File: src/rtl/pfpc_defines.vh
// constants for the protection switch and pin control block
`ifndef PFPC_DEFINES_VH
`define PFPC_DEFINES_VH
// clock rate and shutdown hold time
`define PFPC_CLK_HZ 200000000
`define PFPC_HOLD_MS 1000
`define PFPC_HOLD_CYCLES 200000000
// user ldo voltage codes
`define PFPC_LDO_1V8 3'h0
`define PFPC_LDO_2V5 3'h1
`define PFPC_LDO_3V0 3'h2
`define PFPC_LDO_3V3 3'h3
`define PFPC_LDO_5V0 3'h4
`define PFPC_LDO_DEFAULT 3'h3
// converter input selector codes
`define PFPC_MUX_CELL 4'h0
`define PFPC_MUX_TEMP 4'h5
`define PFPC_MUX_THERM_A 4'h6
`define PFPC_MUX_THERM_B 4'h7
`define PFPC_MUX_CORE 4'h8
`define PFPC_MUX_GND 4'h9
`define PFPC_MUX_TOP 4'ha
`define PFPC_MUX_PACK 4'hb
`define PFPC_MUX_LOAD 4'hc
`define PFPC_MUX_GPIN 4'hd
// pin function codes
`define PFPC_FN_ALARM 2'h0
`define PFPC_FN_LINK 2'h1
`define PFPC_FN_INPUT 2'h1
`define PFPC_FN_BOTH 2'h2
`define PFPC_FN_GPO 2'h3
`endif

File: src/rtl/pfpc_sync.v
// two flip-flop synchroniser for one pin level
`timescale 1ns/10ps
`default_nettype none
module pfpc_sync (
	// clock and reset
	input wire clk,
	input wire reset_n,
	// level in and out
	input wire din,
	output reg dout
);
	reg stage;
	always @(posedge clk or negedge reset_n) begin
		if (!reset_n) begin
			stage <= 1'b0;
			dout <= 1'b0;
		end else begin
			stage <= din;
			dout <= stage;
		end
	end
endmodule // pfpc_sync
`default_nettype wire

File: src/rtl/pfpc_top.v
// protection switch gating, load detect recovery and pin controls
`timescale 1ns/10ps
`default_nettype none
`include "pfpc_defines.vh"
//
// Function
// [RULE_01] low cell routes charging via precharge
// [RULE_02] predischarge first, then discharge switch
// [RULE_03] optional load-removal recovery of latched faults
// [RULE_04] pulse load current, clear above 4V
// [RULE_05] below 4V keeps fault latched
// [RULE_06] on time, off time, repeat until timeout
// [RULE_07] converter input selector choices
// [RULE_08] user ldo five voltage settings
// [RULE_09] default ldo and preregulator on, 3.3V
// [RULE_10] load otp settings at power-up
// [RULE_11] host link i2c default or single-wire
// [RULE_12] manual mode flags only, host disables
// [RULE_13] output high level from chosen ldo
// [RULE_14] pin function selection options
// [RULE_15] general outputs by command, weak pulls
// [RULE_16] reset pin high resets most logic
// [RULE_17] switch and fuse state survive pin reset
// [RULE_18] reset pin high 1s enters shutdown
// [RULE_19] off input disables switch directly
// [RULE_20] release re-enables only without blockers
// [RULE_21] off functions disable their switch pairs
// [RULE_22] both-off input disables all four switches
// [RULE_23] present fault blocks re-enable
// [RULE_24] early release clears shutdown timer
module pfpc_top #(
	parameter HOLD_CYCLES = `PFPC_HOLD_CYCLES
) (
	// clock and power-up reset
	input wire clk,
	input wire reset_n,
	// one-time-programmable settings, valid at power-up
	input wire otp_valid,
	input wire otp_ldo_en,
	input wire [2:0] otp_ldo_sel,
	input wire otp_prereg_en,
	input wire otp_link_single,
	// pins from outside
	input wire reset_shut_pin,
	input wire charge_off_input,
	input wire discharge_off_input,
	input wire load_sense_high,
	// measurements and faults from core logic
	input wire low_cell,
	input wire latched_dsg_fault,
	input wire fault_present,
	input wire alert_flag,
	// configuration
	input wire manual_mode,
	input wire predischarge_en,
	input wire load_detect_en,
	input wire [15:0] ld_on_cycles,
	input wire [15:0] ld_off_cycles,
	input wire [7:0] ld_max_periods,
	input wire [1:0] alarm_fn,
	input wire [1:0] charge_off_fn,
	input wire [1:0] discharge_off_fn,
	input wire [2:0] gpo_level,
	input wire [2:0] gpo_pull_en,
	input wire [2:0] gpo_pull_up,
	input wire gpo_from_core,
	input wire [3:0] mux_req,
	// host commands
	input wire cmd_chg_on,
	input wire cmd_dsg_on,
	input wire fault_autodisable,
	input wire alarm_irq,
	// switch drives
	output reg charge_switch,
	output reg precharge_switch,
	output reg discharge_switch,
	output reg predischarge_switch,
	// load detect
	output reg ld_source_on,
	output reg ld_recovered,
	output reg fault_flag,
	// power control
	output reg user_ldo_en,
	output reg [2:0] user_ldo_sel,
	output reg prereg_en,
	output reg core_ldo_en,
	output reg osc_en,
	output reg link_single,
	output reg logic_reset,
	// pins as outputs
	output reg [2:0] pin_out,
	output reg [2:0] pin_oe,
	output reg [2:0] pin_pull_dn,
	output reg [2:0] pin_pull_up,
	output reg pin_src_core,
	output reg [3:0] mux_sel
);
	////////////////////////////////////////////////////////////////
	wire rst_pin;
	wire cof_pin;
	wire dof_pin;
	wire lds_pin;
	pfpc_sync u_s0 (.clk(clk), .reset_n(reset_n), .din(reset_shut_pin), .dout(rst_pin));
	pfpc_sync u_s1 (.clk(clk), .reset_n(reset_n), .din(charge_off_input), .dout(cof_pin));
	pfpc_sync u_s2 (.clk(clk), .reset_n(reset_n), .din(discharge_off_input), .dout(dof_pin));
	pfpc_sync u_s3 (.clk(clk), .reset_n(reset_n), .din(load_sense_high), .dout(lds_pin));
	////////////////////////////////////////////////////////////////
	// shutdown hold timer
	reg [27:0] hold_cnt;
	reg shutdown;
	always @(posedge clk or negedge reset_n) begin
		if (!reset_n) begin
			hold_cnt <= 28'h000_0000;
			shutdown <= 1'b0;
			logic_reset <= 1'b0;
		end else begin
			logic_reset <= rst_pin; // [RULE_16]
			if (!rst_pin) begin
				hold_cnt <= 28'h000_0000; // [RULE_24]
			end else if (hold_cnt >= HOLD_CYCLES[27:0] - 28'h000_0001) begin
				shutdown <= 1'b1; // [RULE_18]
			end else begin
				hold_cnt <= hold_cnt + 28'h000_0001;
			end
		end
	end
	wire soft_rst = rst_pin;
	////////////////////////////////////////////////////////////////
	// power-up settings load
	reg loaded;
	always @(posedge clk or negedge reset_n) begin
		if (!reset_n) begin
			loaded <= 1'b0;
			user_ldo_en <= 1'b1; // [RULE_09]
			user_ldo_sel <= `PFPC_LDO_DEFAULT;
			prereg_en <= 1'b1;
			core_ldo_en <= 1'b1;
			osc_en <= 1'b1;
			link_single <= 1'b0; // [RULE_11]
		end else if (shutdown) begin
			user_ldo_en <= 1'b0; // [RULE_18]
			prereg_en <= 1'b0;
			core_ldo_en <= 1'b0;
			osc_en <= 1'b0;
		end else if (!loaded && otp_valid) begin
			loaded <= 1'b1; // [RULE_10]
			user_ldo_en <= otp_ldo_en;
			prereg_en <= otp_prereg_en;
			link_single <= otp_link_single; // [RULE_11]
			if (otp_ldo_sel <= `PFPC_LDO_5V0) begin
				user_ldo_sel <= otp_ldo_sel; // [RULE_08]
			end
		end
	end
	////////////////////////////////////////////////////////////////
	// pin functions and switch-off blockers
	wire both_off = (discharge_off_fn == `PFPC_FN_BOTH) && dof_pin; // [RULE_22]
	wire chg_block_pin = ((charge_off_fn == `PFPC_FN_INPUT) && cof_pin) || both_off; // [RULE_21]
	wire dsg_block_pin = ((discharge_off_fn == `PFPC_FN_INPUT) && dof_pin) || both_off; // [RULE_21]
	wire fault_block = fault_present && !manual_mode && fault_autodisable; // [RULE_12]
	wire ld_latched;
	wire chg_allow = cmd_chg_on && !chg_block_pin && !fault_block && !shutdown; // [RULE_19] [RULE_20] [RULE_23]
	wire dsg_allow = cmd_dsg_on && !dsg_block_pin && !fault_block && !ld_latched && !shutdown; // [RULE_20] [RULE_23]
	////////////////////////////////////////////////////////////////
	// switch state, outside the pin-driven soft reset
	localparam PD_OFF = 2'h0;
	localparam PD_PRE = 2'h1;
	localparam PD_ON = 2'h2;
	reg [1:0] pd_state;
	reg [15:0] pd_cnt;
	always @(posedge clk or negedge reset_n) begin
		if (!reset_n) begin
			charge_switch <= 1'b0;
			precharge_switch <= 1'b0;
			discharge_switch <= 1'b0;
			predischarge_switch <= 1'b0;
			pd_state <= PD_OFF;
			pd_cnt <= 16'h0000;
		end else begin
			// not cleared by soft_rst, state holds through it
			charge_switch <= chg_allow && !low_cell; // [RULE_17] [RULE_01]
			precharge_switch <= chg_allow && low_cell; // [RULE_01]
			case (pd_state)
				PD_OFF: begin
					discharge_switch <= 1'b0;
					predischarge_switch <= 1'b0;
					pd_cnt <= 16'h0000;
					if (dsg_allow) begin
						if (predischarge_en) begin
							pd_state <= PD_PRE;
							predischarge_switch <= 1'b1; // [RULE_02]
						end else begin
							pd_state <= PD_ON;
							discharge_switch <= 1'b1;
						end
					end
				end
				PD_PRE: begin
					if (!dsg_allow) begin
						pd_state <= PD_OFF;
						predischarge_switch <= 1'b0;
					end else if (pd_cnt >= ld_on_cycles) begin
						pd_state <= PD_ON;
						discharge_switch <= 1'b1; // [RULE_02]
						predischarge_switch <= 1'b0;
					end else begin
						pd_cnt <= pd_cnt + 16'h0001;
					end
				end
				PD_ON: begin
					if (!dsg_allow) begin
						pd_state <= PD_OFF;
						discharge_switch <= 1'b0; // [RULE_19]
					end
				end
				default: begin
					pd_state <= PD_OFF;
				end
			endcase
		end
	end
	////////////////////////////////////////////////////////////////
	// load detect recovery
	localparam LD_IDLE = 2'h0;
	localparam LD_ON = 2'h1;
	localparam LD_OFF = 2'h2;
	localparam LD_DONE = 2'h3;
	reg [1:0] ld_state;
	reg [15:0] ld_cnt;
	reg [7:0] ld_per;
	reg fault_latch;
	assign ld_latched = fault_latch;
	always @(posedge clk or negedge reset_n) begin
		if (!reset_n) begin
			ld_state <= LD_IDLE;
			ld_cnt <= 16'h0000;
			ld_per <= 8'h00;
			fault_latch <= 1'b0;
			ld_source_on <= 1'b0;
			ld_recovered <= 1'b0;
		end else begin
			ld_recovered <= 1'b0;
			case (ld_state)
				LD_IDLE: begin
					ld_cnt <= 16'h0000;
					ld_per <= 8'h00;
					if (fault_latch && !discharge_switch && load_detect_en) begin // [RULE_03]
						ld_state <= LD_ON;
						ld_source_on <= 1'b1; // [RULE_04]
						ld_cnt <= 16'h0001;
					end
				end
				LD_ON: begin
					if (lds_pin) begin
						fault_latch <= 1'b0; // [RULE_04]
						ld_recovered <= 1'b1;
						ld_source_on <= 1'b0;
						ld_state <= LD_IDLE;
					end else if (ld_cnt >= ld_on_cycles) begin
						ld_source_on <= 1'b0; // [RULE_05]
						ld_cnt <= 16'h0001;
						ld_per <= ld_per + 8'h01;
						ld_state <= LD_OFF; // [RULE_06]
					end else begin
						ld_cnt <= ld_cnt + 16'h0001;
					end
				end
				LD_OFF: begin
					if (ld_per >= ld_max_periods) begin
						ld_state <= LD_DONE; // [RULE_06]
					end else if (ld_cnt >= ld_off_cycles) begin
						ld_cnt <= 16'h0001;
						ld_source_on <= 1'b1;
						ld_state <= LD_ON;
					end else begin
						ld_cnt <= ld_cnt + 16'h0001;
					end
				end
				LD_DONE: begin
					if (!fault_latch || !load_detect_en) begin
						ld_state <= LD_IDLE;
					end
				end
				default: begin
					ld_state <= LD_IDLE;
				end
			endcase
			// a new fault wins over a recovery in the same cycle
			if (latched_dsg_fault) begin
				fault_latch <= 1'b1;
			end
			if (soft_rst && ld_state != LD_IDLE) begin
				ld_state <= LD_IDLE; // [RULE_16]
				ld_source_on <= 1'b0;
			end
		end
	end
	////////////////////////////////////////////////////////////////
	// flags, general outputs and converter selector
	reg [2:0] is_gpo;
	always @* begin
		is_gpo[0] = (alarm_fn == `PFPC_FN_GPO);
		is_gpo[1] = (charge_off_fn == `PFPC_FN_GPO);
		is_gpo[2] = (discharge_off_fn == `PFPC_FN_GPO);
	end
	always @(posedge clk or negedge reset_n) begin
		if (!reset_n) begin
			fault_flag <= 1'b0;
			pin_out <= 3'h0;
			pin_oe <= 3'h0;
			pin_pull_dn <= 3'h0;
			pin_pull_up <= 3'h0;
			pin_src_core <= 1'b0;
			mux_sel <= `PFPC_MUX_CELL;
		end else if (soft_rst || shutdown) begin
			fault_flag <= 1'b0;
			pin_oe <= 3'h0;
			pin_out <= 3'h0;
		end else begin
			fault_flag <= alert_flag || fault_present; // [RULE_12]
			pin_src_core <= gpo_from_core; // [RULE_13]
			pin_out <= gpo_level & is_gpo; // [RULE_15]
			pin_oe <= is_gpo;
			pin_pull_dn <= is_gpo & gpo_pull_en & ~gpo_pull_up; // [RULE_15]
			pin_pull_up <= is_gpo & gpo_pull_en & gpo_pull_up;
			if (alarm_fn == `PFPC_FN_ALARM) begin
				pin_out[0] <= alarm_irq; // [RULE_14]
				pin_oe[0] <= 1'b1;
			end
			if (mux_req <= `PFPC_MUX_GPIN) begin
				mux_sel <= mux_req; // [RULE_07]
			end
		end
	end
endmodule // pfpc_top
`default_nettype wire

File: config.mk
export PLATFORM = sky130hd
export DESIGN_NAME = pfpc_top
export DESIGN_NICKNAME = d
export VERILOG_FILES = /design/src/rtl/pfpc_sync.v /design/src/rtl/pfpc_top.v
export VERILOG_INCLUDE_DIRS = /design/src /design/src/rtl
export SDC_FILE = /design/constraint.sdc
export NUM_CORES = 1
export LEC_CHECK = 0
export BUFFER_PORTS_ARGS = -buffer_cell sky130_fd_sc_hd__clkbuf_2
export CAP_MARGIN = 15
export CORE_MARGIN = 3
export CORE_UTILIZATION = 25
export CTS_CLUSTER_SIZE = 14
export DETAILED_ROUTE_END_ITERATION = 8
export GPL_ROUTABILITY_DRIVEN = 0
export PLACE_DENSITY_LB_ADDON = 0.08
export SYNTH_ARGS = -nofsm -noshare
export SYNTH_HDL_FRONTEND = slang
export SYNTH_SLANG_ARGS = --single-unit
File: constraint.sdc
create_clock -name clk -period 4 [get_ports clk]
set_input_delay 0.4 -clock clk [delete_from_list [all_inputs] [get_ports clk]]
set_output_delay 0.4 -clock clk [all_outputs]
set_load 0.05 [all_outputs]
* Yosys cells after proc, flatten, opt, wreduce, memory -nomap -nowiden
Cells that the tools add are included.
** Cells by class
- Bitwise gates (word level) :: 7
- Order comparisons :: 7
- Multiplexer cells :: 60
- Add/sub/neg operators :: 4
- Equal/unequal tests :: 27
- Reductions and logical operators :: 58
** Operators with widths (number)
- 16-bit 2-to-1 mux :: 6
- 28-bit 2-to-1 mux :: 2
- 16-bit >= comparator :: 3
- 16-bit case mux with 3 select lines :: 1
- 16-bit by 1-bit adder with 16-bit output, second input constant :: 2
- 16-bit case mux with 2 select lines :: 1
- 28-bit by 1-bit adder with 28-bit output, second input constant :: 1
- 28-bit >= comparator, second input constant :: 1
- 1-bit 2-to-1 mux :: 28
- 2-bit 2-to-1 mux :: 12
- 1-bit logical AND :: 18
- 2-bit inequality test, second input constant :: 9
- 8-bit 2-to-1 mux :: 2
- 8-bit case mux with 2 select lines :: 1
- 3-bit inequality test, second input constant :: 5
- 3-bit AND reduction :: 5
- 2-bit == test, second input constant :: 7
- 3-bit AND :: 4
- 2-bit nonzero test :: 6
- 1-bit logical NOT :: 10
- 2-bit AND reduction :: 5
- 8-bit by 1-bit adder with 8-bit output, second input constant :: 1
- 2-bit by 1-bit == test with 1-bit output, second input constant :: 4
- 8-bit >= comparator :: 1
- 17 further kinds :: 28
** Word-level totals
- Logic and storage cells :: 199
- Flip-flop bits (word level) :: 115
- Input port bits :: 84

* Longest topological paths before layout
Gate-level depths: netlist (run 1).
- Depth in word-level cells :: 10
- Gate-level depth with buffers :: 11
- Mapped depth without buffers :: 9

* Modules after synthesis
Synthesis (run 1) repeated with hierarchy kept, for this count alone.
** Second synthesis, totals
- Cell total of the unflattened synthesis :: 762
- Area total of the unflattened synthesis :: 7055.5 sq um
** By module, submodules not included
- pfpc_top :: times used 1, area each 6855.3 sq um, seq. area each 2683.8 sq um, cells an instance 754
- pfpc_sync :: times used 4, area each 50.0 sq um, seq. area each 50.0 sq um, cells an instance 2

* Worst setup path after synthesis (run 1)
Ideal clock, no wire load.
- Path type :: in2reg
- Start point :: input ld_on_cycles[13]
- End point :: register pd_cnt[9]
- Setup slack :: 1.494 ns
- Arrival time :: 2.428 ns
- Data required time :: 3.923 ns
- Stages :: 10
- Setup time :: 0.077 ns
- Cells stage by stage :: inv_1 -> ha_1 -> a21o_1 -> a21oi_1 -> o21ai_1 -> a211o_1 -> or3_1 -> clkbuf_1 -> or4_1 -> a21oi_1
** Between the ends
- Longest elaborated chain between the ends :: 3
** Ends and longest elaborated chain
- start, declared :: line pfpc_top.v:57 : input wire [15:0] ld_on_cycles,
- 16-bit >= comparator :: line pfpc_top.v:202 : end else if (pd_cnt >= ld_on_cycles) begin
- 2-bit inequality test (no line)
- 3-bit AND reduction (no line)
- end signal, assigned :: line pfpc_top.v:207 : pd_cnt <= pd_cnt + 16'h0001;
- end, declared :: line pfpc_top.v:170 : reg [15:0] pd_cnt;
No other way between the ends.
A chain may end at the register's enable or synchronous reset.

* Final worst setup path (run 1)
- Start point :: register ld_per[0]
- End point :: register ld_cnt[3]
** Between the ends
- Longest elaborated chain between the ends :: 3
** Ends and longest elaborated chain
- start, declared :: line pfpc_top.v:230 : reg [7:0] ld_per;
- start signal, assigned :: line pfpc_top.v:262 : ld_per <= ld_per + 8'h01;
- 8-bit >= comparator :: line pfpc_top.v:269 : if (ld_per >= ld_max_periods) begin
- 2-bit inequality test (no line)
- 3-bit AND reduction (no line)
- end signal, assigned :: line pfpc_top.v:265 : ld_cnt <= ld_cnt + 16'h0001;
- end signal, assigned :: line pfpc_top.v:276 : ld_cnt <= ld_cnt + 16'h0001;
- end, declared :: line pfpc_top.v:229 : reg [15:0] ld_cnt;
No other way between the ends.

==> results_dict.tcl, run 1 <==
set metrics [dict create \
    status "completed" \
    cts_resized 0 \
    seq_power_share 0.335 \
    synth_nets 919 \
    worstSetupEndpointType "register" \
    synth_edf_count 0 \
    ant_nets 0 \
    die_area_um2 30400 \
    maxCapViolations 0 \
    syn_inst 765 \
    nNetsFinal 1042 \
    crit_fanout 12 \
    fin_crit_sh 0.690 \
    worst-slew-pin-transition_ns 0.793 \
    finalWirelength_um 18900 \
    core_region_area_um2 27400 \
    ys_seq_area_frac 0.408 \
    rsz0062_at_grt "no" \
    cts_setup_buffers 0 \
    antenna_cells 0 \
    max_freq_mhz 362 \
    synth.most_common_cell "dfrtp_1" \
    cts.sink_count 115 \
    yosys-top-cells-area "dfrtp_1 39%, ha_1 12%, nand2_1 3.9%" \
    post-route-drc-count 0 \
    cp.required_ns 4.35 \
    grt_antenna_before_repair 0 \
    htree_levels 4 \
    hold_viol 0 \
    synthArstFlopShare 1.00 \
    num_rows 60 \
    critical_path_class "reg2reg" \
    fin_skew_ns 0.0127 \
    drt_pass1_iterations 4 \
    synth_seq_cells 115 \
    internal-power_uw 2500 \
    grt_pass1_wl_um 31800 \
    viasPerCell 4.54 \
    synth_top_area_frac 0.389 \
    clk_pin_slew_ns 0.07 \
    initialDrtViolationCount 277 \
    comb_power_share 0.261 \
    final_cell_area_um2 8720 \
    hp-class "in2async" \
    synth_cell_types 66 \
    clkPwrFrac 0.404 \
    period_needed_ns 2.76 \
    area_growth_pct 23.2 \
    grt_pass1_vias 5931 \
    cts_max_path_buffers 2 \
    grt.total_usage 0.129 \
    avgSynthCellArea_um2 9.25 \
    worstSkewPairLatency_ns 0.42 \
    place_area_um2 8100 \
    slew_headroom 0.471 \
    start_util 0.258 \
    power_density_nw_per_um2 455 \
    vdd_drop_max_v 0.000251 \
    routedWlPerCell_um 14.9 \
    path_cells "inv_1 > ha_1 > nand2b_1 > a2111oi_0 > o32ai_1 > nor3_1 > nor2b_1 > buf_4 > a22o_1" \
    die_w_um 174 \
    drive_above_1_share 0.199 \
    critPathMaxStageDelay_ns 0.56 \
    hpwlAfterDp_um 13900 \
    worst_setup_path_start_kind "register" \
    synthesis.area_um2 7070 \
    fin_setup_tns_ns 0 \
    setup_viol 0 \
    finalPower_uw 3970 \
    switching_share 0.370 \
    leakage_uw 0.00438 \
    synth_common_cells "110 x dfrtp_1, 74 x nand2_1, 70 x ha_1" \
    vias 5780 \
    p_sw_uw 1470 \
    synth_warnings 0 \
    slew_violations 0 \
    cts_tree "done" \
    cts_hold_buf 0 \
    grt_max_degree 61 \
    crit_slowest_cell "a2111oi_0" \
    cts_buffers 17 \
    port_buffers 116 \
    yosysTopAreaCell "dfrtp_1" \
    arrival_ns 3.11 \
    ios 117 \
    dieHeight_um 174 \
    root_buffer "clkbuf_16" \
    grt_overflow 0 \
    dominantRegCellSynth "dfrtp_1" \
]
metal layers:
metal | track usage | wire, µm | up-vias
li1 | - | - | 2979
met1 | 0.169 | 9060 | 2693
met2 | 0.214 | 8900 | 90
met3 | 0.0301 | 638 | 18
met4 | 0.0385 | 315 | 0
met5 | 0 | 0 | -
sequential cells by signal, summed over array words and instances (netlist names), 2 cells and up:
| register | count |
|---|---|
| hold_cnt | 28 |
| ld_cnt | 16 |
| ld_per | 8 |
| ld_state | 2 |
| mux_sel | 4 |
| pd_cnt | 16 |
| pd_state | 2 |
| pin_oe | 3 |
| pin_out | 3 |
| pin_pull_dn | 3 |
| pin_pull_up | 3 |
| user_ldo_sel | 3 |
per-stage QoR:
stage | utilization | std cells | worst slack [ns] | hold slack, ns
detailed placement | 0.296 | 1240 | 0.686 | 0.337
finish | 0.318 | 1273 | 1.24 | 0.0375
global placement | 0.296 | 1240 | 0.681 | 0.335
CTS | 0.318 | 1272 | 0.707 | 0.0583
floorplan | - | 765 | 1.49 | 0.104
global route | 0.318 | 1273 | 0.810 | 0.0607
path summary, 6_finish.rpt:
path / startpoint / end / slack, ns / depth (start not counted)
min: reset_n / ld_per[6]$_DFFE_PN0P_ / 0.04 / 1
max in group asynchronous: reset_n / user_ldo_sel[0]$_DFFE_PN1P_ / 3.10 / 2
max: ld_per[0]$_DFFE_PN0P_ / ld_cnt[3]$_DFFE_PN0P_ / 1.24 / 9
min in group clk: load_sense_high / u_s3.stage$_DFF_PN0_ / 0.08 / 1
max reg2reg: ld_per[0]$_DFFE_PN0P_ / ld_cnt[3]$_DFFE_PN0P_ / 1.24 / 9
min reg2reg: u_s3.stage$_DFF_PN0_ / u_s3.dout$_DFF_PN0_ / 0.35 / 0
area by class of cell:
type / count / area [µm²]
fill: 2864 / 18700
multi-input combinational: 566 / 3860
sequential: 115 / 2880
timing repair buffer: 125 / 663
tap: 372 / 465
clock buffer: 17 / 425
inverter: 63 / 236
clock inverter: 15 / 186
cells by family after synthesis:
| group | after synthesis | share of synthesized area |
|---|---|---|
| compound gates | 174 | 0.163 |
| buf+inv | 84 | 0.0470 |
| flops | 115 | 0.408 |
| xor+xnor | 11 | 0.0136 |
| fa+ha+maj | 70 | 0.124 |
| simple gates | 292 | 0.217 |
| mux | 19 | 0.0274 |
placed cells by master (no fill, tap or decap), drive strengths merged, types with 6 or more instances in the layout:
master,instances
dfrtp,110
o21ai,56
nand2b,9
nand3,31
and3,25
o31ai,8
a21boi,14
nor2b,27
clkbuf,132
a21o,6
mux2i,16
or3,12
inv,74
a21oi,31
buf,10
xor2,6
and2,15
nor3,10
nor2,50
or4,7
a22o,14
nand4,14
nand2,74
ha,70
critical path, delay by kind of cell (launching register included):
family	cells	cell delay [ns]
AOI/OAI and AO/OA	3	0.98
buffers and inverters	2	0.33
and+or+nand+nor	3	0.73
adders and majority gates	1	0.26
DFF	1	0.39
power groups by stage:
| stage | logic, µW | clock network (µW) | registers, µW |
|---|---|---|---|
| finish | 1030 | 1600 | 1330 |
| global route | 1180 | 1710 | 1350 |
| CTS | 1050 | 1660 | 1330 |
| detailed placement | 1040 | 0 | 1350 |
| global placement | 1050 | 0 | 1360 |
| floorplan | 560 | 0 | 1500 |
(Power assumes the default switching activity.)
==> run 2: changes to the inputs <==
--- a/config.mk
+++ b/config.mk
@@ -6,6 +6,7 @@
 export SDC_FILE = /design/constraint.sdc
 export NUM_CORES = 1
 export LEC_CHECK = 0
+export ABC_AREA = 1
 export BUFFER_PORTS_ARGS = -buffer_cell sky130_fd_sc_hd__clkbuf_2
 export CAP_MARGIN = 15
 export CORE_MARGIN = 3
==> constraint.sdc (replaced) <==
create_clock -name clk -period 2.7 [get_ports clk]
set_input_delay 0.27 -clock clk [delete_from_list [all_inputs] [get_ports clk]]
set_output_delay 0.27 -clock clk [all_outputs]
set_load 0.05 [all_outputs]
==> results_dict.tcl, run 2 <==
set metrics [dict create \
    status "completed" \
    arrival_ns 2.59 \
    slew_headroom 0.452 \
    cts_hold_buf 6 \
    dieHeight_um 183 \
    worst-slew-pin-transition_ns 0.822 \
    hold_viol 0 \
    synthArstFlopShare 1.00 \
    area_growth_pct 22.2 \
    hp-class "in2reg" \
    final_cells 1573 \
    max_freq_mhz 443 \
    core_region_area_um2 30700 \
    r2r_slack_ns 0.44 \
    cts_max_path_buffers 2 \
    synth.most_common_cell "nand2_1" \
    avgSynthCellArea_um2 7.58 \
    grt_pass1_vias 7115 \
    cts_buffers 17 \
    post-route-drc-count 0 \
    whs_path_depth 3 \
    worstSetupEndpointType "register" \
    num_rows 64 \
    worstSkewPairLatency_ns 0.42 \
    fin_skew_ns 0.0105 \
    clk_pin_slew_ns 0.07 \
    power_density_nw_per_um2 643 \
    layout_common_cells "259 x nand2_1, 142 x inv_1, 115 x clkbuf_2" \
    worst_slack_ns 0.444 \
    routedWlPerCell_um 14.1 \
    ant_nets 0 \
    critPathTopFamily "simple AND/OR/NAND/NOR gates" \
    grt_pass1_wl_um 37300 \
    fin_crit_sh 0.836 \
    synth_edf_count 0 \
    root_buffer "clkbuf_16" \
    initialDrtViolationCount 313 \
    crit_buf_inv 0 \
    htree_levels 4 \
    vdd_drop_max_v 0.000473 \
    final_common_cell "nand2_1" \
    synth_seq_cells 115 \
    critPathMaxStageDelay_ns 0.46 \
    leakage_uw 0.00495 \
    reg2reg_to "ld_per[3]$_DFFE_PN0P_" \
    reg_top3 "hold_cnt: 28 flops, ld_cnt: 16 flops, pd_cnt: 16 flops" \
    setup_viol 0 \
    port_buffers 116 \
    maxCapViolations 0 \
    grt.total_usage 0.139 \
    path_cells "ha_1 > nand2_1 > nor2_1 > nand2_1 > nand2_1 > nor2_1 > nand2_1 > nand2_1 > nand2_1 > nand2_1 > nand2_1 > nand4_1 > o21ai_0" \
    cts_setup_buffers 0 \
    crit_slowest_cell "dfrtp_1" \
    cp.required_ns 3.03 \
    antenna_cells 0 \
    syn_inst 1030 \
    die_area_um2 33400 \
    hold_end "user_ldo_en$_DFFE_PN1P_" \
    synthesis.area_um2 7810 \
    grt_max_degree 56 \
    grt_overflow 0 \
    slew_violations 0 \
    yosys-top-cells-area "dfrtp_1 35%, nand2_1 12%, ha_1 11%" \
    nNetsFinal 1318 \
    dominantRegCellSynth "dfrtp_1" \
    vias 6929 \
    finalWirelength_um 22200 \
    synth_warnings 0 \
    top_register "hold_cnt" \
    placedCellCount 1535 \
    synth_top_area_frac 0.352 \
    hpwlAfterDp_um 16900 \
    worst_setup_path_start_kind "register" \
    yosysTopAreaCell "dfrtp_1" \
    post-place-ws_ns 0.454 \
    r2r_start "ld_cnt[6]$_DFFE_PN0P_" \
    crit_top_cell "nand2_1" \
    critical_path_class "reg2reg" \
    drive_above_1_share 0.178 \
    largest_register_ffs 28 \
    cts.sink_count 115 \
    ys_seq_area_frac 0.369 \
    r2r_cells 13 \
    min_from "otp_ldo_en" \
    synth_common_cells "259 x nand2_1, 142 x inv_1, 110 x dfrtp_1" \
    period_needed_ns 2.26 \
    grt_antenna_before_repair 0 \
    nFillCells 3291 \
    cts_resized 0 \
    crit_fanout 12 \
    fin_setup_tns_ns 0 \
    viasPerCell 4.40 \
    synth_cell_types 39 \
    die_w_um 183 \
    rsz0062_at_grt "no" \
    start_util 0.255 \
    drt_pass1_iterations 5 \
    cts_tree "done" \
    ios 117 \
    synth_nets 1184 \
]
-- run 2: cell types whose count changed in the layout (fill, tap and decap cells not counted), sizes merged, moves of 12 or more --
| cell | change |
|---|---|
| a21boi | -14 |
| nor2b | -27 |
| mux2i | -16 |
| nand2 | +191 |
| nor3 | +13 |
| inv | +80 |
| or3 | -12 |
| xor2 | +32 |
| and3 | -25 |
| and2 | -15 |
| nor2 | +59 |
| nand3 | +42 |
| nand4 | +29 |
| a22o | -14 |
-- run 2: layout make-up --
cell class                      instances  area, µm²  area share
Sequential cell                       115       2880       0.302
Tap cell                              396        495      0.0519
Multi-Input combinational cell        747       4250       0.445
Clock buffer                           17        425      0.0446
Clock inverter                         15        171      0.0180
Timing Repair Buffer                  135        766      0.0802
Inverter                              148        556      0.0582
-- run 2: worst max path at each step --
stage | start | to | cells after the start
final | ld_cnt[6]$_DFFE_PN0P_ | ld_per[3]$_DFFE_PN0P_ | 13
after global routing | ld_cnt[9]$_DFFE_PN0P_ | ld_per[0]$_DFFE_PN0P_ | 9
after CTS | ld_cnt[3]$_DFFE_PN0P_ | ld_per[4]$_DFFE_PN0P_ | 13
after detailed placement | ld_cnt[3]$_DFFE_PN0P_ | ld_per[4]$_DFFE_PN0P_ | 13
after global placement | ld_cnt[0]$_DFFE_PN0P_ | ld_per[5]$_DFFE_PN0P_ | 14
after floorplan | ld_per[5]$_DFFE_PN0P_ | ld_cnt[3]$_DFFE_PN0P_ | 11
-- run 2: metal layers --
metal	wire (µm)	vias to the layer above	global-route usage	share of wire
met4	202	0	0.0332	0.0091
met5	0	-	0	0
met2	9900	153	0.221	0.45
met1	10800	3137	0.191	0.49
met3	1240	12	0.0351	0.056
li1	-	3627	-	-
-- run 2: where the power goes --
group | internal [µW] | leakage [µW] | switching (µW) | total, µW
registers | 1880 | 0.00152 | 116 | 1990
clock network | 1390 | 0.000285 | 945 | 2330
logic | 530 | 0.00315 | 1290 | 1820
total | 3790 | 0.00495 | 2350 | 6140
-- run 2: cells by family after synthesis --
kind of cell,synth area share
AND/OR/NAND/NOR,0.297
buffers and inverters,0.0873
flip-flops,0.369
AO/OA/AOI/OAI,0.0780
adder cells (fa/ha/maj),0.112
XOR/XNOR,0.0505
multiplexers,0.00577
-- run 2: worst reg2reg max path: cells and delay by family, from the launching register on --
kind / cells / cell delay [ns]
compound gates: 1 / 0.10
fa+ha+maj: 1 / 0.31
flops: 1 / 0.46
simple gates: 11 / 1.29
-- run 2: metrics by stage --
stage / util / hold slack, ns / cell area, µm² / total power (µW)
finish: 0.311 / 0.0518 / 9540 / 6140
global route: 0.311 / 0.0557 / 9540 / 6560
CTS: 0.311 / 0.0324 / 9540 / 6260
detailed placement: 0.290 / 0.337 / 8890 / 3870
global placement: 0.290 / 0.335 / 8890 / 3880
floorplan: - / -0.0256 / 7810 / 3220
==> run 3: changes to the inputs <==
==> constraint.sdc (replaced) <==
create_clock -name clk -period 2.05 [get_ports clk]
set_input_delay 0.205 -clock clk [delete_from_list [all_inputs] [get_ports clk]]
set_output_delay 0.205 -clock clk [all_outputs]
set_load 0.05 [all_outputs]
==> results_dict.tcl, run 3 (synthesis gave the netlist of run 2 again) <==
set metrics [dict create \
    die_area_um2 33400 \
    hp-class "in2reg" \
    hold_viol 0 \
    leakage_uw 0.00538 \
    viasPerCell 4.37 \
    crit_fanout 14 \
    worstSkewPairLatency_ns 0.42 \
    drive_above_1_share 0.245 \
    start_util 0.255 \
    cts.sink_count 115 \
    maxCapViolations 0 \
    fin_crit_sh 0.930 \
    worst-slew-pin-transition_ns 0.556 \
    nNetsFinal 1395 \
    worst_setup_path_start_kind "register" \
    fin_setup_tns_ns 0 \
    power_density_nw_per_um2 807 \
    ant_nets 0 \
    dieHeight_um 183 \
    finalWirelength_um 22400 \
    max_freq_mhz 525 \
    initialDrtViolationCount 313 \
    die_w_um 183 \
    drt_pass1_iterations 5 \
    grt.total_usage 0.139 \
    vdd_drop_max_v 0.000494 \
    hpwlAfterDp_um 17600 \
    grt_pass1_vias 7242 \
    cp.required_ns 2.41 \
    fin_util 0.339 \
    fin_hold_ws_ns 0.0255 \
    num_rows 64 \
    grt_antenna_before_repair 0 \
    area_growth_pct 33.3 \
    core_region_area_um2 30700 \
    root_buffer "clkbuf_16" \
    grt_max_degree 35 \
    final_common_cell "nand2_1" \
    period_needed_ns 1.91 \
    grt_overflow 0 \
    finalPower_uw 8400 \
    cts_tree "done" \
    worstSetupEndpointType "register" \
    routedWlPerCell_um 13.6 \
    port_buffers 116 \
    htree_levels 4 \
    grt_pass1_wl_um 37400 \
    antenna_cells 0 \
    ios 117 \
    top_register "hold_cnt" \
    largest_register_ffs 28 \
    fin_skew_ns 0.00868 \
    setup_viol 0 \
    cts_buffers 17 \
    status "completed" \
    post-route-drc-count 0 \
    arrival_ns 2.26 \
    reg_top3 "hold_cnt: 28 flops, ld_cnt: 16 flops, pd_cnt: 16 flops" \
    slew_headroom 0.629 \
    vias 7203 \
    clk_pin_slew_ns 0.06 \
    layout_common_cells "251 x nand2_1, 139 x inv_1, 115 x clkbuf_2" \
    critical_path_class "reg2reg" \
    slew_violations 0 \
    cts_max_path_buffers 2 \
]
==> run 3: cell types whose count changed in the layout (fill, tap and decap cells not counted), sizes merged <==
cell,delta
clkbuf,+1
inv,-3
buf,+66
clkinvlp,+1
clkinv,+1
dlygate4sd3,+11
==> run 3: through the flow <==
step                      worst slack [ns]  instances  cell area (µm²)
final                                0.144       1650            10400
after global routing               -0.0117       1650            10400
after global placement             -0.0321       1597             9400
after CTS                           0.0108       1646            10200
after detailed placement           -0.0796       1597             9400
after floorplan                      0.164       1030             7810
==> run 3: path summary, 6_finish.rpt <==
kind / startpoint / endpoint / slack (ns) / cells after the start
min reg2reg: u_s2.stage$_DFF_PN0_ / u_s2.dout$_DFF_PN0_ / 0.35 / 0
min in group asynchronous: reset_n / ld_state[0]$_DFFE_PN0P_ / 0.33 / 2
max reg2reg: ld_cnt[7]$_DFFE_PN0P_ / ld_cnt[6]$_DFFE_PN0P_ / 0.14 / 11
max: ld_cnt[7]$_DFFE_PN0P_ / ld_cnt[6]$_DFFE_PN0P_ / 0.14 / 11
min: alert_flag / fault_flag$_DFF_PN0_ / 0.03 / 3
max in group asynchronous: reset_n / prereg_en$_DFFE_PN1P_ / 1.10 / 3
==> run 3: worst max-delay path: stages (launching register included) <==
cell and delay, ns:
dfrtp_1 0.41, buf_4 0.17, ha_1 0.28, a21oi_1 0.15
o21a_1 0.14, nand2_2 0.07, nand2_4 0.09, nand3_4 0.08
o21ai_2 0.10, buf_12 0.16, nand4_1 0.09, nand2_1 0.10
==> run 3: routing by layer <==
metal	vias to the layer above	part of all wire	wire, µm	track usage
met5	-	0	0	0
met4	0	0.012	277	0.0396
met3	18	0.050	1120	0.0349
met2	131	0.44	9840	0.216
met1	3273	0.50	11200	0.193
li1	3781	-	-	-
==> run 3: repair_timing <==
action,4_1_cts,5_1_grt
hold endpoints to repair,48,0
hold buffers,17,0
resized for setup,1,46
pin swaps,0,12
endpoints found under the setup margin,7,48
setup buffers,0,4
==> run 3: final cells by class <==
type                            count  area, µm²
Clock buffer                       18        439
Clock inverter                     14        153
Fill cell                        3345      20300
Inverter                          148        556
Multi-Input combinational cell    747       4450
Sequential cell                   115       2890
Tap cell                          396        495
Timing Repair Buffer              212       1430
==> run 3: power breakdown <==
part	leakage (µW)	total [µW]	internal (µW)	switching [µW]
sequential	0.00152	2610	2470	139
combinational	0.00358	2770	979	1790
clock	0.000280	3020	1830	1190
total	0.00538	8400	5280	3120
